File: src/rtl/tco_pkg.sv
package tco_pkg;
  // ==========================================================
  // register map
  localparam int            TCO_ADDR_W     = 3;
  localparam int            TCO_DATA_W     = 8;
  localparam logic [2:0]    TCO_ADDR_CTRL  = 3'h0;
  localparam logic [2:0]    TCO_ADDR_COUNT = 3'h1;
  localparam logic [2:0]    TCO_ADDR_CMP   = 3'h2;
  localparam logic [2:0]    TCO_ADDR_FLAGS = 3'h3;

  // ==========================================================
  // field positions
  localparam int            TCO_CTRL_WAVE_LO  = 0;
  localparam int            TCO_CTRL_ACT_LO   = 2;
  localparam int            TCO_CTRL_FORCE    = 7;
  localparam int            TCO_FLAG_WRAP     = 0;
  localparam int            TCO_FLAG_MATCH    = 1;

  // ==========================================================
  // values
  localparam logic [7:0]    TCO_BOTTOM     = 8'h00;
  localparam logic [7:0]    TCO_MAX        = 8'hff;
  localparam logic [7:0]    TCO_ONE        = 8'h01;
  localparam logic [7:0]    TCO_ZERO_BYTE  = 8'h00;
  localparam logic [1:0]    TCO_WAVE_NORMAL = 2'h0;
  localparam logic [1:0]    TCO_WAVE_CTC    = 2'h2;
  localparam logic [1:0]    TCO_ACT_NONE    = 2'h0;
  localparam logic [1:0]    TCO_ACT_TOGGLE  = 2'h1;
  localparam logic [1:0]    TCO_ACT_CLEAR   = 2'h2;
  localparam logic [1:0]    TCO_ACT_SET     = 2'h3;
  localparam logic [1:0]    TCO_RST_WAVE    = 2'h0;
  localparam logic [1:0]    TCO_RST_ACT     = 2'h0;
  localparam logic          TCO_RST_OC      = 1'b0;

  typedef enum logic [1:0] {
    TCO_OC_KEEP,
    TCO_OC_TOGGLE,
    TCO_OC_CLEAR,
    TCO_OC_SET
  } tco_oc_op_e;
endpackage

File: src/rtl/tco_timer8.sv
// The address-and-strobe port and the register offsets were chosen for this implementation.
`timescale 1ns/1ps
// How it works
// - action field steers output register and pin
// - nonzero action field overrides port value
// - pin driven only when direction is output
// - override ignores waveform mode entirely
// - output register settable while pin disabled
// - action zero leaves output register unchanged
// - new action acts next match; force immediate
// - only wave mode shapes the count sequence
// - action means polarity in PWM, set/clear/toggle otherwise
// - normal mode always increments, wraps ff to 00
// - normal mode wrap flag set as count hits zero
// - counter writable at any time
// - clear-on-match mode clears counter at compare
// - unbuffered compare; low value misses until wrap
// - match flag raised at each compare match
// - toggle action inverts output every match
// - prescale factor comes from external tick source
// - clear-on-match wrap flag set at top to zero
// - fast PWM counts bottom to max, then bottom
// - fast PWM polarity: match and bottom edges
// - match flag set on the tick after equality
// - counter write blocks match at next tick
// - PWM compare buffered, transferred at bottom
// - forced match updates output only
module tco_timer8
  import tco_pkg::*;
(
  input  wire logic                  core_clk_i,
  input  wire logic                  rst_n_i,
  input  wire logic                  ce_i,
  input  wire logic                  timer_tick_i,
  input  wire logic [TCO_ADDR_W-1:0] addr_i,
  input  wire logic [TCO_DATA_W-1:0] wdata_i,
  input  wire logic                  wr_i,
  input  wire logic                  rd_i,
  output logic      [TCO_DATA_W-1:0] rdata_o,
  input  wire logic                  pin_direction_bit_i,
  input  wire logic                  port_value_i,
  output logic                       pin_o,
  output logic                       pin_oe_o,
  output logic                       wrap_flag_o,
  output logic                       match_flag_o
);

  // ==========================================================
  // state
  logic [1:0] wave_shape_select;
  logic [1:0] output_action_select;
  logic [7:0] count_value;
  logic [7:0] compare_value;
  logic [7:0] compare_buf;
  logic       compare_output_bit;
  logic       wrap_flag;
  logic       match_flag;
  logic       match_block;

  // ==========================================================
  // decode
  wire        tick       = ce_i & timer_tick_i;
  wire        wr_ctrl    = ce_i & wr_i & (addr_i == TCO_ADDR_CTRL);
  wire        wr_count   = ce_i & wr_i & (addr_i == TCO_ADDR_COUNT);
  wire        wr_cmp     = ce_i & wr_i & (addr_i == TCO_ADDR_CMP);
  wire        wr_flags   = ce_i & wr_i & (addr_i == TCO_ADDR_FLAGS);
  wire        mode_pwm   = wave_shape_select[0];
  wire        mode_ctc   = (wave_shape_select == TCO_WAVE_CTC);
  wire        at_max     = (count_value == TCO_MAX);
  wire        eq_raw     = (count_value == compare_value);
  wire        match_hit  = tick & eq_raw & ~match_block;
  wire        ctc_clear  = mode_ctc & match_hit;
  wire        bottom_hit = tick & mode_pwm & at_max;
  wire        force_hit  = wr_ctrl & wdata_i[TCO_CTRL_FORCE] & ~mode_pwm;
  wire        wrap_hit   = tick & ~wr_count & (at_max | ctc_clear);

  // counting depends on the wave field only
  wire [7:0]  count_inc  = count_value + TCO_ONE;
  wire [7:0]  next_count = wr_count  ? wdata_i :
                           ctc_clear ? TCO_BOTTOM :
                           tick      ? count_inc : count_value;

  // ==========================================================
  // output register action
  function automatic tco_oc_op_e oc_op(input logic [1:0] act, input logic pwm,
                                       input logic bottom);
    tco_oc_op_e op;
    op = TCO_OC_KEEP;
    unique case (act)
      TCO_ACT_NONE:   op = TCO_OC_KEEP;
      TCO_ACT_TOGGLE: op = TCO_OC_TOGGLE;
      TCO_ACT_CLEAR:  op = (pwm && bottom) ? TCO_OC_SET : TCO_OC_CLEAR;
      TCO_ACT_SET:    op = (pwm && bottom) ? TCO_OC_CLEAR : TCO_OC_SET;
    endcase
    return op;
  endfunction

  function automatic logic oc_apply(input tco_oc_op_e op, input logic cur);
    logic r;
    r = cur;
    unique case (op)
      TCO_OC_KEEP:   r = cur;
      TCO_OC_TOGGLE: r = ~cur;
      TCO_OC_CLEAR:  r = 1'b0;
      TCO_OC_SET:    r = 1'b1;
    endcase
    return r;
  endfunction

  // match wins over bottom when both land in one tick, so compare at max
  // gives a steady level; toggle has no bottom edge in fast PWM
  wire        match_evt  = match_hit | force_hit;
  wire        bottom_evt = bottom_hit & ~match_hit &
                           (output_action_select != TCO_ACT_TOGGLE);
  wire        act_bottom = bottom_evt & ~match_evt;
  tco_oc_op_e op_sel;
  assign op_sel = oc_op(output_action_select, mode_pwm, act_bottom);
  wire        next_oc    = (match_evt | act_bottom) ?
                           oc_apply(op_sel, compare_output_bit) : compare_output_bit;

  // ==========================================================
  // pin override depends on the action field alone
  wire        override   = |output_action_select;
  assign pin_o    = override ? compare_output_bit : port_value_i;
  assign pin_oe_o = pin_direction_bit_i;
  assign wrap_flag_o  = wrap_flag;
  assign match_flag_o = match_flag;

  // ==========================================================
  // compare path: direct in non-PWM, buffered in PWM
  wire [7:0]  next_buf   = wr_cmp ? wdata_i : compare_buf;
  wire [7:0]  next_cmp   = (wr_cmp & ~mode_pwm) ? wdata_i :
                           bottom_hit ? compare_buf : compare_value;

  // ==========================================================
  // read mux; force bit always reads zero
  logic [7:0] rd_mux;
  always_comb begin
    rd_mux = TCO_ZERO_BYTE;
    unique case (addr_i)
      TCO_ADDR_CTRL: begin
        rd_mux[TCO_CTRL_WAVE_LO +: 2] = wave_shape_select;
        rd_mux[TCO_CTRL_ACT_LO +: 2]  = output_action_select;
      end
      TCO_ADDR_COUNT: rd_mux = count_value;
      TCO_ADDR_CMP:   rd_mux = compare_buf;
      TCO_ADDR_FLAGS: begin
        rd_mux[TCO_FLAG_WRAP]  = wrap_flag;
        rd_mux[TCO_FLAG_MATCH] = match_flag;
      end
      default:        rd_mux = TCO_ZERO_BYTE;
    endcase
  end

  // ==========================================================
  // registers
  always_ff @(posedge core_clk_i or negedge rst_n_i) begin
    if (!rst_n_i) begin
      wave_shape_select    <= TCO_RST_WAVE;
      output_action_select <= TCO_RST_ACT;
      compare_output_bit   <= TCO_RST_OC;
      count_value          <= TCO_BOTTOM;
      compare_value        <= TCO_BOTTOM;
      compare_buf          <= TCO_BOTTOM;
      match_block          <= 1'b0;
      rdata_o              <= TCO_ZERO_BYTE;
    end else if (ce_i) begin
      if (wr_ctrl) begin
        wave_shape_select    <= wdata_i[TCO_CTRL_WAVE_LO +: 2];
        output_action_select <= wdata_i[TCO_CTRL_ACT_LO +: 2];
      end
      compare_output_bit <= next_oc;
      count_value        <= next_count;
      compare_value      <= next_cmp;
      compare_buf        <= next_buf;
      // block holds even while the tick is stopped
      match_block        <= wr_count | (match_block & ~tick);
      rdata_o            <= rd_i ? rd_mux : TCO_ZERO_BYTE;
    end
  end

  // flags: write one clears, a hardware set in the same cycle wins
  always_ff @(posedge core_clk_i or negedge rst_n_i) begin
    if (!rst_n_i) begin
      wrap_flag  <= 1'b0;
      match_flag <= 1'b0;
    end else if (ce_i) begin
      wrap_flag  <= wrap_hit |
                    (wrap_flag & ~(wr_flags & wdata_i[TCO_FLAG_WRAP]));
      match_flag <= match_hit |
                    (match_flag & ~(wr_flags & wdata_i[TCO_FLAG_MATCH]));
    end
  end

  // ==========================================================
  // checks
  property p_normal_inc;
    @(posedge core_clk_i) disable iff (!rst_n_i)
    (tick && !wr_count && wave_shape_select == TCO_WAVE_NORMAL)
      |=> (count_value == 8'($past(count_value) + TCO_ONE));
  endproperty
  a_normal_inc: assert property (p_normal_inc) else $error("normal count step wrong");

  property p_wrap_normal;
    @(posedge core_clk_i) disable iff (!rst_n_i)
    (tick && !wr_count && at_max && !mode_ctc) |=> (wrap_flag && count_value == TCO_BOTTOM);
  endproperty
  a_wrap_normal: assert property (p_wrap_normal) else $error("wrap flag missing");

  property p_ctc_clear;
    @(posedge core_clk_i) disable iff (!rst_n_i)
    (tick && mode_ctc && eq_raw && !match_block && !wr_count)
      |=> (count_value == TCO_BOTTOM && match_flag && wrap_flag);
  endproperty
  a_ctc_clear: assert property (p_ctc_clear) else $error("ctc clear wrong");

  property p_block;
    @(posedge core_clk_i) disable iff (!rst_n_i)
    (tick && eq_raw && match_block && !match_flag) |=> !match_flag;
  endproperty
  a_block: assert property (p_block) else $error("blocked match set flag");

  property p_force;
    @(posedge core_clk_i) disable iff (!rst_n_i)
    (force_hit && !tick && !match_flag && !wr_count)
      |=> (!match_flag && $stable(count_value));
  endproperty
  a_force: assert property (p_force) else $error("force touched flag or count");

  property p_act_zero;
    @(posedge core_clk_i) disable iff (!rst_n_i)
    (ce_i && output_action_select == TCO_ACT_NONE) |=> $stable(compare_output_bit);
  endproperty
  a_act_zero: assert property (p_act_zero) else $error("output moved with no action");

  property p_override;
    @(posedge core_clk_i) disable iff (!rst_n_i)
    (output_action_select != TCO_ACT_NONE) |-> (pin_o == compare_output_bit);
  endproperty
  a_override: assert property (p_override) else $error("pin not from output register");

  property p_pwm_match;
    @(posedge core_clk_i) disable iff (!rst_n_i)
    (match_hit && mode_pwm && output_action_select == TCO_ACT_CLEAR) |=> !compare_output_bit;
  endproperty
  a_pwm_match: assert property (p_pwm_match) else $error("pwm match edge wrong");

  property p_pwm_bottom;
    @(posedge core_clk_i) disable iff (!rst_n_i)
    (bottom_hit && !match_hit && output_action_select == TCO_ACT_SET) |=> !compare_output_bit;
  endproperty
  a_pwm_bottom: assert property (p_pwm_bottom) else $error("pwm bottom edge wrong");

  property p_pwm_buf;
    @(posedge core_clk_i) disable iff (!rst_n_i)
    (ce_i && mode_pwm && wr_cmp && !bottom_hit) |=> $stable(compare_value);
  endproperty
  a_pwm_buf: assert property (p_pwm_buf) else $error("pwm compare not buffered");

  // ==========================================================
  // block, flag, pin, output bit and count checks
  property p_block_arm;
    @(posedge core_clk_i) disable iff (!rst_n_i)
    wr_count |=> match_block;
  endproperty
  a_block_arm: assert property (p_block_arm) else $error("counter write did not arm block");

  // the block must not outlive its first tick, or later matches vanish
  property p_block_end;
    @(posedge core_clk_i) disable iff (!rst_n_i)
    (tick && !wr_count) |=> !match_block;
  endproperty
  a_block_end: assert property (p_block_end) else $error("block outlived its tick");

  property p_match_set;
    @(posedge core_clk_i) disable iff (!rst_n_i)
    match_hit |=> match_flag;
  endproperty
  a_match_set: assert property (p_match_set) else $error("match flag not set");

  property p_match_only;
    @(posedge core_clk_i) disable iff (!rst_n_i)
    (ce_i && !match_hit && !match_flag) |=> !match_flag;
  endproperty
  a_match_only: assert property (p_match_only) else $error("match flag set without match");

  property p_override_off;
    @(posedge core_clk_i) disable iff (!rst_n_i)
    (output_action_select == TCO_ACT_NONE) |-> (pin_o == port_value_i);
  endproperty
  a_override_off: assert property (p_override_off) else $error("port value lost");

  property p_pwm_inc;
    @(posedge core_clk_i) disable iff (!rst_n_i)
    (tick && mode_pwm && !at_max && !wr_count)
      |=> (count_value == 8'($past(count_value) + TCO_ONE));
  endproperty
  a_pwm_inc: assert property (p_pwm_inc) else $error("fast pwm count step wrong");

  property p_ctc_run;
    @(posedge core_clk_i) disable iff (!rst_n_i)
    (tick && mode_ctc && !eq_raw && !wr_count)
      |=> (count_value == 8'($past(count_value) + TCO_ONE));
  endproperty
  a_ctc_run: assert property (p_ctc_run) else $error("clear-on-match count step wrong");

  property p_ctc_toggle;
    @(posedge core_clk_i) disable iff (!rst_n_i)
    (ctc_clear && output_action_select == TCO_ACT_TOGGLE)
      |=> (compare_output_bit != $past(compare_output_bit));
  endproperty
  a_ctc_toggle: assert property (p_ctc_toggle) else $error("toggle on match missing");

  property p_nonpwm_set;
    @(posedge core_clk_i) disable iff (!rst_n_i)
    (match_evt && !mode_pwm && output_action_select == TCO_ACT_SET)
      |=> compare_output_bit;
  endproperty
  a_nonpwm_set: assert property (p_nonpwm_set) else $error("set action did not set");

  property p_nonpwm_clear;
    @(posedge core_clk_i) disable iff (!rst_n_i)
    (match_evt && !mode_pwm && output_action_select == TCO_ACT_CLEAR)
      |=> !compare_output_bit;
  endproperty
  a_nonpwm_clear: assert property (p_nonpwm_clear) else $error("clear action did not clear");

  property p_force_pwm;
    @(posedge core_clk_i) disable iff (!rst_n_i)
    (wr_ctrl && wdata_i[TCO_CTRL_FORCE] && mode_pwm && !tick)
      |=> $stable(compare_output_bit);
  endproperty
  a_force_pwm: assert property (p_force_pwm) else $error("force acted in pwm mode");

  // a prescaler that gates ce_i relies on every state bit holding still
  property p_frozen;
    @(posedge core_clk_i) disable iff (!rst_n_i)
    !ce_i |=> ($stable(count_value) && $stable(compare_output_bit) &&
               $stable(wrap_flag) && $stable(match_flag));
  endproperty
  a_frozen: assert property (p_frozen) else $error("state moved with clock enable low");

  c_ctc_toggle: cover property (@(posedge core_clk_i) disable iff (!rst_n_i)
    ctc_clear && output_action_select == TCO_ACT_TOGGLE);
  c_pwm_bottom: cover property (@(posedge core_clk_i) disable iff (!rst_n_i)
    bottom_hit && output_action_select == TCO_ACT_CLEAR);
  c_force: cover property (@(posedge core_clk_i) disable iff (!rst_n_i) force_hit);
  c_pwm_match: cover property (@(posedge core_clk_i) disable iff (!rst_n_i)
    match_hit && mode_pwm);
  c_block: cover property (@(posedge core_clk_i) disable iff (!rst_n_i)
    tick && eq_raw && match_block);

endmodule

File: config.mk
export PLATFORM = sky130hd
export DESIGN_NAME = tco_timer8
export DESIGN_NICKNAME = d
export VERILOG_FILES = /design/src/rtl/tco_pkg.sv /design/src/rtl/tco_timer8.sv
export SDC_FILE = /design/constraint.sdc
export NUM_CORES = 1
export LEC_CHECK = 0
export ABC_AREA = 1
export BUFFER_PORTS_ARGS = -buffer_cell sky130_fd_sc_hd__buf_4
export CAP_MARGIN = 10
export CORE_MARGIN = 10
export CORE_UTILIZATION = 30
export CTS_CLUSTER_DIAMETER = 100
export DETAILED_ROUTE_END_ITERATION = 12
export SKIP_CTS_REPAIR_TIMING = 1
export SYNTH_ARGS = -nofsm -noshare
export SYNTH_HDL_FRONTEND = slang
export SYNTH_SLANG_ARGS = --single-unit
File: constraint.sdc
create_clock -name core_clk_i -period 1.7 [get_ports core_clk_i]
set_input_delay 0.425 -clock core_clk_i [delete_from_list [all_inputs] [get_ports core_clk_i]]
set_output_delay 0.425 -clock core_clk_i [all_outputs]
set_load 0.01 [all_outputs]
# Word-level counts from Yosys, hierarchy flattened
# Cells that the tools add are included.
[classes]
addsub = 1
n_mul = 0
div_mod_pow = 0
order_cmp = 0
n_eq_ne = 13
n_shift = 0
mux = 14
bitwise = 40
n_reduce_logical = 12
[ops]
columns = ["op", "count"]
rows = [
  ["8-bit 2-to-1 mux", 6],
  ["1-bit bitwise AND", 24],
  ["2-bit case mux with 4 select lines", 2],
  ["2-bit equality test (second input constant)", 5],
  ["1-bit inverter", 10],
  ["8-bit by 1-bit adder with 8-bit output (second input constant)", 1],
  ["8-bit equality test", 1],
  ["8-bit equality test (second input constant)", 1],
  ["4-bit case mux with 2 select lines", 1],
  ["2-bit AND reduction", 4],
  ["3-bit by 2-bit equality test with 1-bit output (second input constant)", 2],
  ["1-bit bitwise OR", 6],
  ["2-bit case mux with 3 select lines", 1],
  ["2-bit by 1-bit equality test with 1-bit output (second input constant)", 2],
  ["2-bit logical NOT", 2],
  ["3-bit by 1-bit equality test with 1-bit output (second input constant)", 1],
  ["3-bit logical NOT", 1],
  ["1-bit 2-to-1 mux", 3],
  ["1-bit case mux with 3 select lines", 1],
  ["3-bit AND reduction", 1],
  ["3-bit nonzero test", 1],
  ["2-bit by 1-bit != test with 1-bit output (second input constant)", 1],
  ["2-bit nonzero test", 1],
  ["2-bit OR reduction", 1],
  ["1-bit logical AND", 1],
]
[totals]
regBits = 40
latch_bits = 0
mem_bits_rw = 0
rom_bits = 0
in_bits = 19
output_inout_bits = 12
elab_cells = 90
memories = 0

# Logic depth before layout (Yosys ltp)
# Gate-level depths: netlist (run 1).
[depth]
depth_word = 13
mapped_depth = 11
depth_no_buf = 11

# Worst setup path before layout (run 1)
# Ideal clock, no wire load.
[synth_path]
path_type = "register -> register"
start = "register count_value[0]"
end = "register compare_value[6]"
setup_ps = 121
t_arrival_ps = 1334
required_time_ps = 1579
setup_slack_ps = 245
stages_incl_launch_ff = 12
path_buffers = 1
period_less_slack_ps = 1455
path_cell_list = "dfrtp_1 -> ha_1 -> nand3_1 -> inv_2 -> nand2_2 -> nor2_4 -> inv_2 -> nand2_4 -> inv_4 -> buf_6 -> nand2_2 -> o21ai_2"
[synth_between]
elab_chain_len = 4
[synth_rtl]
columns = ["element", "line", "rtl"]
rows = [
  ["start: declaration", "tco_timer8.sv:52", "logic [7:0] count_value;"],
  ["start signal: assignment", "tco_timer8.sv:173", "count_value <= next_count;"],
  ["8-bit equality test", "tco_timer8.sv:69", "wire at_max = (count_value == TCO_MAX);"],
  ["1-bit bitwise AND", "tco_timer8.sv:73", "wire bottom_hit = tick & mode_pwm & at_max;"],
  ["2-bit nonzero test (no source line)", "--", ""],
  ["2-bit AND reduction (no source line)", "--", ""],
  ["end signal: assignment", "tco_timer8.sv:174", "compare_value <= next_cmp;"],
  ["end: declaration", "tco_timer8.sv:53", "logic [7:0] compare_value;"],
]
# No other way between the ends.
# A chain may end at the register's enable or synchronous reset.

# Final worst setup path (run 1)
[layout_path]
start = "register output_action_select[1]"
end = "output port pin_o"
[layout_between]
elab_chain_len = 2
[layout_rtl]
columns = ["element", "line", "rtl"]
rows = [
  ["start: declaration", "tco_timer8.sv:51", "logic [1:0] output_action_select;"],
  ["start signal: assignment", "tco_timer8.sv:170", "output_action_select <= wdata_i[TCO_CTRL_ACT_LO +: 2];"],
  ["2-bit OR reduction", "tco_timer8.sv:123", "wire override = |output_action_select;"],
  ["1-bit 2-to-1 mux", "tco_timer8.sv:124", "assign pin_o = override ? compare_output_bit : port_value_i;"],
  ["end: declaration", "tco_timer8.sv:42", "output logic pin_o,"],
]
# No other way between the ends.

==> flow_summary.yaml, run 1 <==
setup_path:
  reg2reg_from: "count_value[3]$_DFFE_PN0P_"
  crit_type: "reg -> out"
  reg2reg_setup_slack_ns: 0.14
  endpoint_kind: "primary output"
  path_max_fanout: 4
  arrival_ns: 1.14
  worstSetupStartpoint: "output_action_select[1]$_DFFE_PN0P_"
  cp.required_ns: 1.27
  cp-start-kind: "register"
timing:
  fin_tns_setup_ns: 0
  slew_headroom: 0.657
  hold_viol_final: 0
  max_freq_ghz: 0.638
  slew_violations: 0
  finalSetupViolCount: 0
  worst_pin_slew_ns: 0.515
  grt_setup_unrepaired: "no"
  skew_ns: 0.00805
  finalCriticalPeriod_ns: 1.57
  timing.final.crit_share: 0.922
synth:
  ys_seq_elements: 40
  yosysUniqueCellTypes: 30
  syn_nets: 329
  avgSynthCellArea_sq_um: 7.62
  syn_inst: 309
  ys_warn_count: 0
  seq_area_frac_synth: 0.425
  netlist_area_sq_um: 2350
clock_network:
  path_clk_slew_ns: 0.08
  root_buffer: "clkbuf_8"
  numCtsBuffers: 5
  clkLatencyLatePin_ns: 0.30
  h-tree-depth: 2
  clock_path_buffers: 2
  clock_sinks: 40
  cts_tree: "yes"
floorplan:
  start_util: 0.306
  core_sq_um: 7690
  rows: 32
  die_h_um: 109
  die_w_um: 109
  io_pins: 31
  floorplan.die_area_sq_um: 11800
routing:
  num_vias: 2060
  drt_iter0_markers: 153
  wl_mm: 6.10
  wl_per_cell_um: 13.6
  firstDrtPassIters: 8
  routed_via_density: 4.60
  route.detailed.drc: 0
  ant_nets: 0
pwr:
  clkPwrFrac: 0.218
  p_switching_uw: 1170
  seqPwrFrac: 0.447
  p_sw_frac: 0.373
  power.leakage_uw: 0.00138
  combPwrFrac: 0.335
  p_per_area_nw_per_um2: 1120
  p_int_uw: 1970
  max-vdd-ir-drop_mv: 0.555
layout:
  drive_above_1_share: 0.240
  final_common_cell: "nand2_1"
  nets: 365
  final_cell_mix: "nand2_1, dfrtp_1, buf_4"
  diodes: 0
  final_util: 0.365
  syn2layout_area_growth_pct: 19.3
global_route:
  grt_pass1_wl_mm: 10.2
  grt_start_max_net_pins: 41
  grt_pass1_vias: 1944
  antenna_found_initial: 0
  grtUsageTotal: 0.108
  grt_overflow: 0
worst_hold_path:
  min_path_type: "in -> async"
run:
  cap_violations: 0
place:
  place_congestion: 0.924
  io_buffers: 28
  dp_hpwl_mm: 4.81
outcome:
  status: "finished clean"
flip-flops by register name, summed over array words and instances, names as in the netlist, 2 cells and up:
register              flops
output_action_select      2
compare_value             8
count_value               8
rdata_o                   8
wave_shape_select         2
compare_buf               8
per-layer routing:
layer | routed length [um] | vias to the layer above | global-route usage | share of wire
met4 | 196 | 0 | 0.0471 | 0.032
met2 | 2910 | 50 | 0.162 | 0.48
met5 | 0 | - | 0 | 0
met1 | 2710 | 942 | 0.147 | 0.44
li1 | - | 1051 | - | -
met3 | 277 | 17 | 0.0202 | 0.045
cell usage after synthesis:
| master | n | share of area |
|---|---|---|
| buf_2 | 4 | 0.0085 |
| buf_4 | 2 | 0.0064 |
| buf_6 | 2 | 0.0096 |
| clkbuf_1 | 2 | 0.0032 |
| dfrtp_1 | 40 | 0.43 |
| ha_1 | 1 | 0.0053 |
| inv_1 | 38 | 0.061 |
| inv_2 | 8 | 0.013 |
| inv_4 | 1 | 0.0027 |
| nand2_1 | 94 | 0.15 |
| nand2_2 | 7 | 0.019 |
| nand2_4 | 2 | 0.0096 |
| nand3_1 | 18 | 0.038 |
| nand3_2 | 1 | 0.0043 |
| nand3_4 | 1 | 0.0074 |
| nand3b_1 | 2 | 0.0064 |
| nand4_1 | 3 | 0.0080 |
| nor2_1 | 10 | 0.016 |
| nor2_2 | 2 | 0.0053 |
| nor2_4 | 4 | 0.019 |
| nor3_1 | 1 | 0.0021 |
| nor3_4 | 1 | 0.0069 |
| o21ai_0 | 21 | 0.045 |
| o21ai_1 | 14 | 0.030 |
| o21ai_2 | 7 | 0.026 |
| o221ai_1 | 2 | 0.0074 |
| o22ai_1 | 10 | 0.027 |
| or2_2 | 1 | 0.0027 |
| xnor2_1 | 6 | 0.022 |
| xor2_1 | 4 | 0.015 |
area by class of cell:
class	count	area, sq um
Fill cell	822	4880
Multi-Input combinational cell	212	1110
Sequential cell	40	1000
Timing Repair Buffer	39	293
Inverter	47	179
Tap cell	102	128
Clock buffer	6	82.6
Clock inverter	2	13.8
path summary, 6_finish.rpt:
| kind | end | depth (start not counted) |
|---|---|---|
| worst max-delay path | pin_o | 4 |
| worst min-delay path | rdata_o[7]$_DFFE_PN0P_ | 1 |
| worst max register to register | count_value[3]$_DFFE_PN0P_ | 8 |
| worst min register to register | compare_output_bit$_DFFE_PN0P_ | 2 |
| max in group asynchronous | count_value[4]$_DFFE_PN0P_ | 1 |
| min in group core_clk_i | compare_buf[4]$_DFFE_PN0P_ | 3 |
worst max-delay path, stage by stage, from the launching register on:
cell     delay (ns)
dfrtp_1        0.43
nor2_2         0.16
nand2_1        0.05
o21ai_0        0.07
buf_4          0.15
metrics by stage:
stage          power, uW  hold slack (ns)  instance area (sq um)  setup slack [ns]  instances
6_report            3140           0.0946                   2810             0.133        448
2_1_floorplan       2130            0.129                   2350             0.245        309
3_3_place_gp        2470            0.446                   2710            0.0287        440
4_1_cts             3170            0.120                   2810            0.0716        448
5_1_grt             3380            0.129                   2810           0.00177        448
3_5_place_dp        2470            0.445                   2710            0.0318        440
power by group through the flow:
stage          Clock (uW)  Combinational [uW]  Sequential, uW
6_report              685                1050            1400
5_1_grt               743                1200            1440
4_1_cts               707                1060            1400
3_5_place_dp            0                1050            1420
3_3_place_gp            0                1050            1410
2_1_floorplan           0                 793            1330
logic make-up after synthesis:
kind of cell | share of synthesized area
and+or+nand+nor | 0.294
buffers and inverters | 0.104
AOI/OAI and AO/OA | 0.134
DFF | 0.425
xor gates and xnor gates | 0.0372
adders and majority gates | 0.00531
Power figures use the tool's default switching activity.
==> run 2: changes to the inputs <==
--- a/config.mk
+++ b/config.mk
@@ -12,6 +12,8 @@
 export CORE_UTILIZATION = 30
 export CTS_CLUSTER_DIAMETER = 100
 export DETAILED_ROUTE_END_ITERATION = 12
+export GPL_ROUTABILITY_DRIVEN = 0
+export GPL_TIMING_DRIVEN = 0
 export SKIP_CTS_REPAIR_TIMING = 1
 export SYNTH_ARGS = -nofsm -noshare
 export SYNTH_HDL_FRONTEND = slang
==> run 2 against run 1 <==
Net effect: register-to-register slack lost 0.04 ns; utilization is 0.34 points higher; first-iteration DRC count decreased by 29%; critical path type is now reg -> reg; critical endpoint is now compare_value[0]$_DFFE_PN0P_.
==> flow_summary.yaml, run 2 (synthesized netlist as in run 1, its figures left out) <==
setup_path:
  cp-start-kind: "register"
  reg2reg_to: "compare_value[0]$_DFFE_PN0P_"
  arrival_ns: 1.79
  cp.required_ns: 1.88
  worstSetupStartpoint: "count_value[0]$_DFFE_PN0P_"
  critPathBufInv: 4
  endpoint_kind: "register"
  crit_path_end: "compare_value[0]$_DFFE_PN0P_"
  rr_worst_depth: 11
  cp_top_family: "simple AND/OR/NAND/NOR gates"
  reg2reg_setup_slack_ns: 0.1
  cp.depth: 11
  path_max_fanout: 10
  cp_slowest_cell: "dfrtp_2"
  slowest_delay_ns: 0.43
  reg2reg_from: "count_value[0]$_DFFE_PN0P_"
  crit_chain: "ha_2 -> nand3_1 -> inv_2 -> nand2_2 -> nor2_4 -> inv_2 -> nand2_4 -> inv_4 -> buf_6 -> nand2_2 -> o21ai_2"
  crit_type: "reg -> reg"
timing:
  skew_ns: 0.00716
  worst_pin_slew_ns: 0.522
  holdWs_ns: 0.110
  finalSetupViolCount: 0
  hold_viol_final: 0
  slew_headroom: 0.652
  finalCriticalPeriod_ns: 1.60
  max_freq_ghz: 0.624
  grt_setup_unrepaired: "yes"
  timing.final.crit_share: 0.943
  slew_violations: 0
routing:
  drt_iter0_markers: 108
  routed.top_layer: "met4"
  met2WireLength_mm: 2.96
  firstDrtPassIters: 4
  drt-met1-wl_mm: 2.77
  wl_met3_um: 338
  wl_mm: 6.13
  wl_per_cell_um: 13.6
  num_vias: 2076
  ant_nets: 0
  routed_via_density: 4.62
  route.detailed.drc: 0
global_route:
  grt_pass1_vias: 2016
  grt_start_max_net_pins: 41
  grt_overflow: 0
  antenna_found_initial: 0
  grt_pass1_wl_mm: 10.2
  grtUsageTotal: 0.106
clock_network:
  clock_path_buffers: 2
  clock_sinks: 40
  clkLatencyLatePin_ns: 0.29
  h-tree-depth: 2
  path_clk_slew_ns: 0.08
  cts_tree: "yes"
  numCtsBuffers: 5
  root_buffer: "clkbuf_8"
pwr:
  p_switching_uw: 1170
  max-vdd-ir-drop_mv: 0.617
  p_per_area_nw_per_um2: 1150
  p_int_uw: 2090
  seqPwrFrac: 0.416
  combPwrFrac: 0.344
  p_total_uw: 3260
  p_sw_frac: 0.358
  clkPwrFrac: 0.240
  power.leakage_uw: 0.00138
layout:
  diodes: 0
  drive_above_1_share: 0.248
  stdcell_count: 449
  fin_area_sq_um: 2840
  final_common_cell: "nand2_1"
  fill_cells: 819
  final_util: 0.369
  final_cell_mix: "nand2_1, dfrtp_1, inv_1"
  nets: 366
  syn2layout_area_growth_pct: 20.4
worst_hold_path:
  min_path_type: "in -> async"
floorplan:
  start_util: 0.306
  io_pins: 31
  rows: 32
  floorplan.die_area_sq_um: 11800
  die_h_um: 109
  core_sq_um: 7690
  die_w_um: 109
place:
  dp_cells: 440
  post_dp_cell_area_sq_um: 2700
  io_buffers: 29
  dp_hpwl_mm: 4.88
run:
  cap_violations: 0
outcome:
  status: "finished clean"
run 2: changes by cell type in the layout (fill, tap and decap cells not counted), moves of 2 or more:
cell,change
buf_6,+2
clkbuf_1,+2
buf_4,-7
buf_2,+4
run 2: layout make-up:
class / instances / area (sq um) / share of cell area
well taps: 102 / 128 / 0.0450
multi-input cells: 212 / 1120 / 0.397
inverters: 47 / 179 / 0.0631
flip-flops and latches: 40 / 1000 / 0.353
plain buffers: 10 / 65.1 / 0.0229
clock buffers: 5 / 68.8 / 0.0243
clock inverters: 3 / 42.5 / 0.0150
repair buffers: 30 / 225 / 0.0794
run 2: worst min-delay path by stage:
stage / slack, ns / from / cells past startpoint / endpoint
3_5_place_dp: 0.44 / rst_n_i / 1 / wrap_flag_o$_DFFE_PN0P_
6_report: 0.11 / rst_n_i / 1 / count_value[7]$_DFFE_PN0P_
5_1_grt: 0.15 / rst_n_i / 1 / rdata_o[2]$_DFFE_PN0P_
3_3_place_gp: 0.44 / rst_n_i / 1 / wrap_flag_o$_DFFE_PN0P_
4_1_cts: 0.13 / rst_n_i / 1 / count_value[0]$_DFFE_PN0P_
2_1_floorplan: 0.13 / rst_n_i / 0 / compare_buf[0]$_DFFE_PN0P_
run 2: through the flow:
stage / setup slack (ns) / setup TNS (ns)
3_3_place_gp: -0.0482 / -0.288
2_1_floorplan: 0.245 / 0
4_1_cts: 0.0313 / 0
3_5_place_dp: -0.0636 / -0.463
5_1_grt: -0.0529 / -0.245
6_report: 0.0971 / 0
run 2: metal layers:
layer / GRT usage / up-vias
li1: - / 1059
met1: 0.142 / 963
met2: 0.174 / 48
met3: 0.0238 / 6
met4: 0.0179 / 0
met5: 0 / -
run 2: power groups by stage:
stage / combinational (uW) / sequential (uW) / clock [uW]
2_1_floorplan: 793 / 1330 / 0
3_3_place_gp: 1070 / 1360 / 0
3_5_place_dp: 1090 / 1370 / 0
4_1_cts: 1090 / 1360 / 800
5_1_grt: 1280 / 1390 / 835
6_report: 1120 / 1350 / 783
==> run 3: changes to the inputs <==
--- a/config.mk
+++ b/config.mk
@@ -9,11 +9,12 @@
 export BUFFER_PORTS_ARGS = -buffer_cell sky130_fd_sc_hd__buf_4
 export CAP_MARGIN = 10
 export CORE_MARGIN = 10
-export CORE_UTILIZATION = 30
+export CORE_UTILIZATION = 57
 export CTS_CLUSTER_DIAMETER = 100
 export DETAILED_ROUTE_END_ITERATION = 12
 export GPL_ROUTABILITY_DRIVEN = 0
 export GPL_TIMING_DRIVEN = 0
+export PLACE_DENSITY = 0.79
 export SKIP_CTS_REPAIR_TIMING = 1
 export SYNTH_ARGS = -nofsm -noshare
 export SYNTH_HDL_FRONTEND = slang
==> run 3 against run 2 <==
Net effect: first-iteration DRC count is 110% higher; non-clock buffer count is 1 higher; critical endpoint is now pin_o; utilization is 33 points higher; power is 3.3% higher; global-route usage is 6.5 points higher; combinational power is 4% higher; sequential cell count stayed put; worst hold slack worse by 0.013 ns.
==> flow_summary.yaml, run 3 (synthesized netlist as in run 1, its figures left out) <==
routing:
  wl_mm: 5.99
  num_vias: 2140
  firstDrtPassIters: 4
  routed_via_density: 5.38
  drt_iter0_markers: 228
  met2WireLength_mm: 2.89
  route.detailed.drc: 0
  wl_met3_um: 399
  drt-met1-wl_mm: 2.55
  ant_nets: 0
  wl_per_cell_um: 15.0
  routed.top_layer: "met4"
place:
  dp_cells: 388
  dp_slack_ns: -0.0486
  io_buffers: 29
  dp_hpwl_mm: 4.53
floorplan:
  rows: 23
  die_h_um: 84.3
  core_sq_um: 4000
  die_w_um: 84.3
  floorplan.die_area_sq_um: 7100
  start_util: 0.589
  io_pins: 31
timing:
  grt_setup_unrepaired: "no"
  skew_ns: 0.00174
  hold_viol_final: 0
  timing.final.crit_share: 0.926
  finalCriticalPeriod_ns: 1.57
  finalSetupViolCount: 0
  slew_headroom: 0.661
  holdWs_ns: 0.0968
  worst_slack_ns: 0.126
  worst_pin_slew_ns: 0.509
  slew_violations: 0
  max_freq_ghz: 0.635
run:
  cap_violations: 0
setup_path:
  crit_chain: "nor2_2 -> nand2_1 -> o21ai_0 -> buf_4"
  cp_top_family: "flip-flops"
  cp-start-kind: "register"
  slowest_delay_ns: 0.42
  crit_type: "reg -> out"
  endpoint_kind: "primary output"
  cp_slowest_cell: "dfrtp_1"
  critPathBufInv: 1
  cp.required_ns: 1.27
  arrival_ns: 1.15
  path_max_fanout: 4
layout:
  final_common_cell: "nand2_1"
  stdcell_count: 398
  nets: 367
  final_cell_mix: "nand2_1, inv_1, dfrtp_1"
  syn2layout_area_growth_pct: 18.9
  drive_above_1_share: 0.253
  fill_cells: 332
  diodes: 0
outcome:
  status: "finished clean"
clock_network:
  clock_path_buffers: 2
  numCtsBuffers: 5
  cts_tree: "yes"
  path_clk_slew_ns: 0.08
  h-tree-depth: 2
  root_buffer: "clkbuf_8"
  clkLatencyLatePin_ns: 0.30
  clock_sinks: 40
global_route:
  antenna_found_initial: 0
  grtUsageTotal: 0.171
  grt_start_max_net_pins: 41
  grt_pass1_wl_mm: 10.1
  grt_overflow: 0
  grt_pass1_vias: 2106
pwr:
  p_per_area_nw_per_um2: 1200
  max-vdd-ir-drop_mv: 0.748
  power.leakage_uw: 0.00139
worst_hold_path:
  min_path_type: "in -> async"
==> run 3: cell count changes in the layout (fill, tap and decap cells not counted), sizes merged <==
cell	change
clkbuf	+2
buf	+1
clkinv	-1
clkinvlp	-1
==> run 3: stage by stage <==
stage	util	setup TNS [ns]	total power (uW)	cell area (sq um)
global placement	0.659	0	2400	2640
global route	0.700	0	3600	2800
detailed placement	0.659	-0.260	2440	2640
CTS	0.690	0	3300	2760
finish	0.700	0	3370	2800
floorplan	-	0	2130	2350
==> run 3: area by class of cell <==
cell class                 instances  area (sq um)  share of cell area
inverter                          47           179              0.0639
buffer                            10          65.1              0.0232
tap                               50          62.6              0.0224
clock buffer                       7          96.3              0.0344
sequential                        40          1000               0.359
clock inverter                     1          30.0              0.0107
multi-input combinational        212          1130               0.404
timing repair buffer              31           233              0.0831
==> run 3: worst paths after layout <==
| kind | startpoint | endpoint | slack, ns | cells after the start |
|---|---|---|---|---|
| worst max-delay path | output_action_select[1]$_DFFE_PN0P_ | pin_o | 0.13 | 4 |
| worst min-delay path | rst_n_i | match_block$_DFFE_PN0P_ | 0.1 | 1 |
| worst max register to register | count_value[0]$_DFFE_PN0P_ | compare_value[5]$_DFFE_PN0P_ | 0.13 | 11 |
| worst min register to register | compare_output_bit$_DFFE_PN0P_ | compare_output_bit$_DFFE_PN0P_ | 0.50 | 2 |
| max in group asynchronous | rst_n_i | count_value[0]$_DFFE_PN0P_ | 1.24 | 1 |
| min in group core_clk_i | wdata_i[5] | compare_buf[5]$_DFFE_PN0P_ | 0.37 | 3 |
==> run 3: report_power, final <==
part	total [uW]	switching (uW)	internal, uW	leakage [uW]
clock	860	342	518	0.0000645
sequential	1350	161	1190	0.000506
combinational	1160	681	479	0.000816
==> run 3: metal layers <==
metal / GRT usage / vias up
li1: - / 1059
met1: 0.209 / 989
met2: 0.277 / 75
met3: 0.0444 / 17
met4: 0.0731 / 0
met5: 0 / -
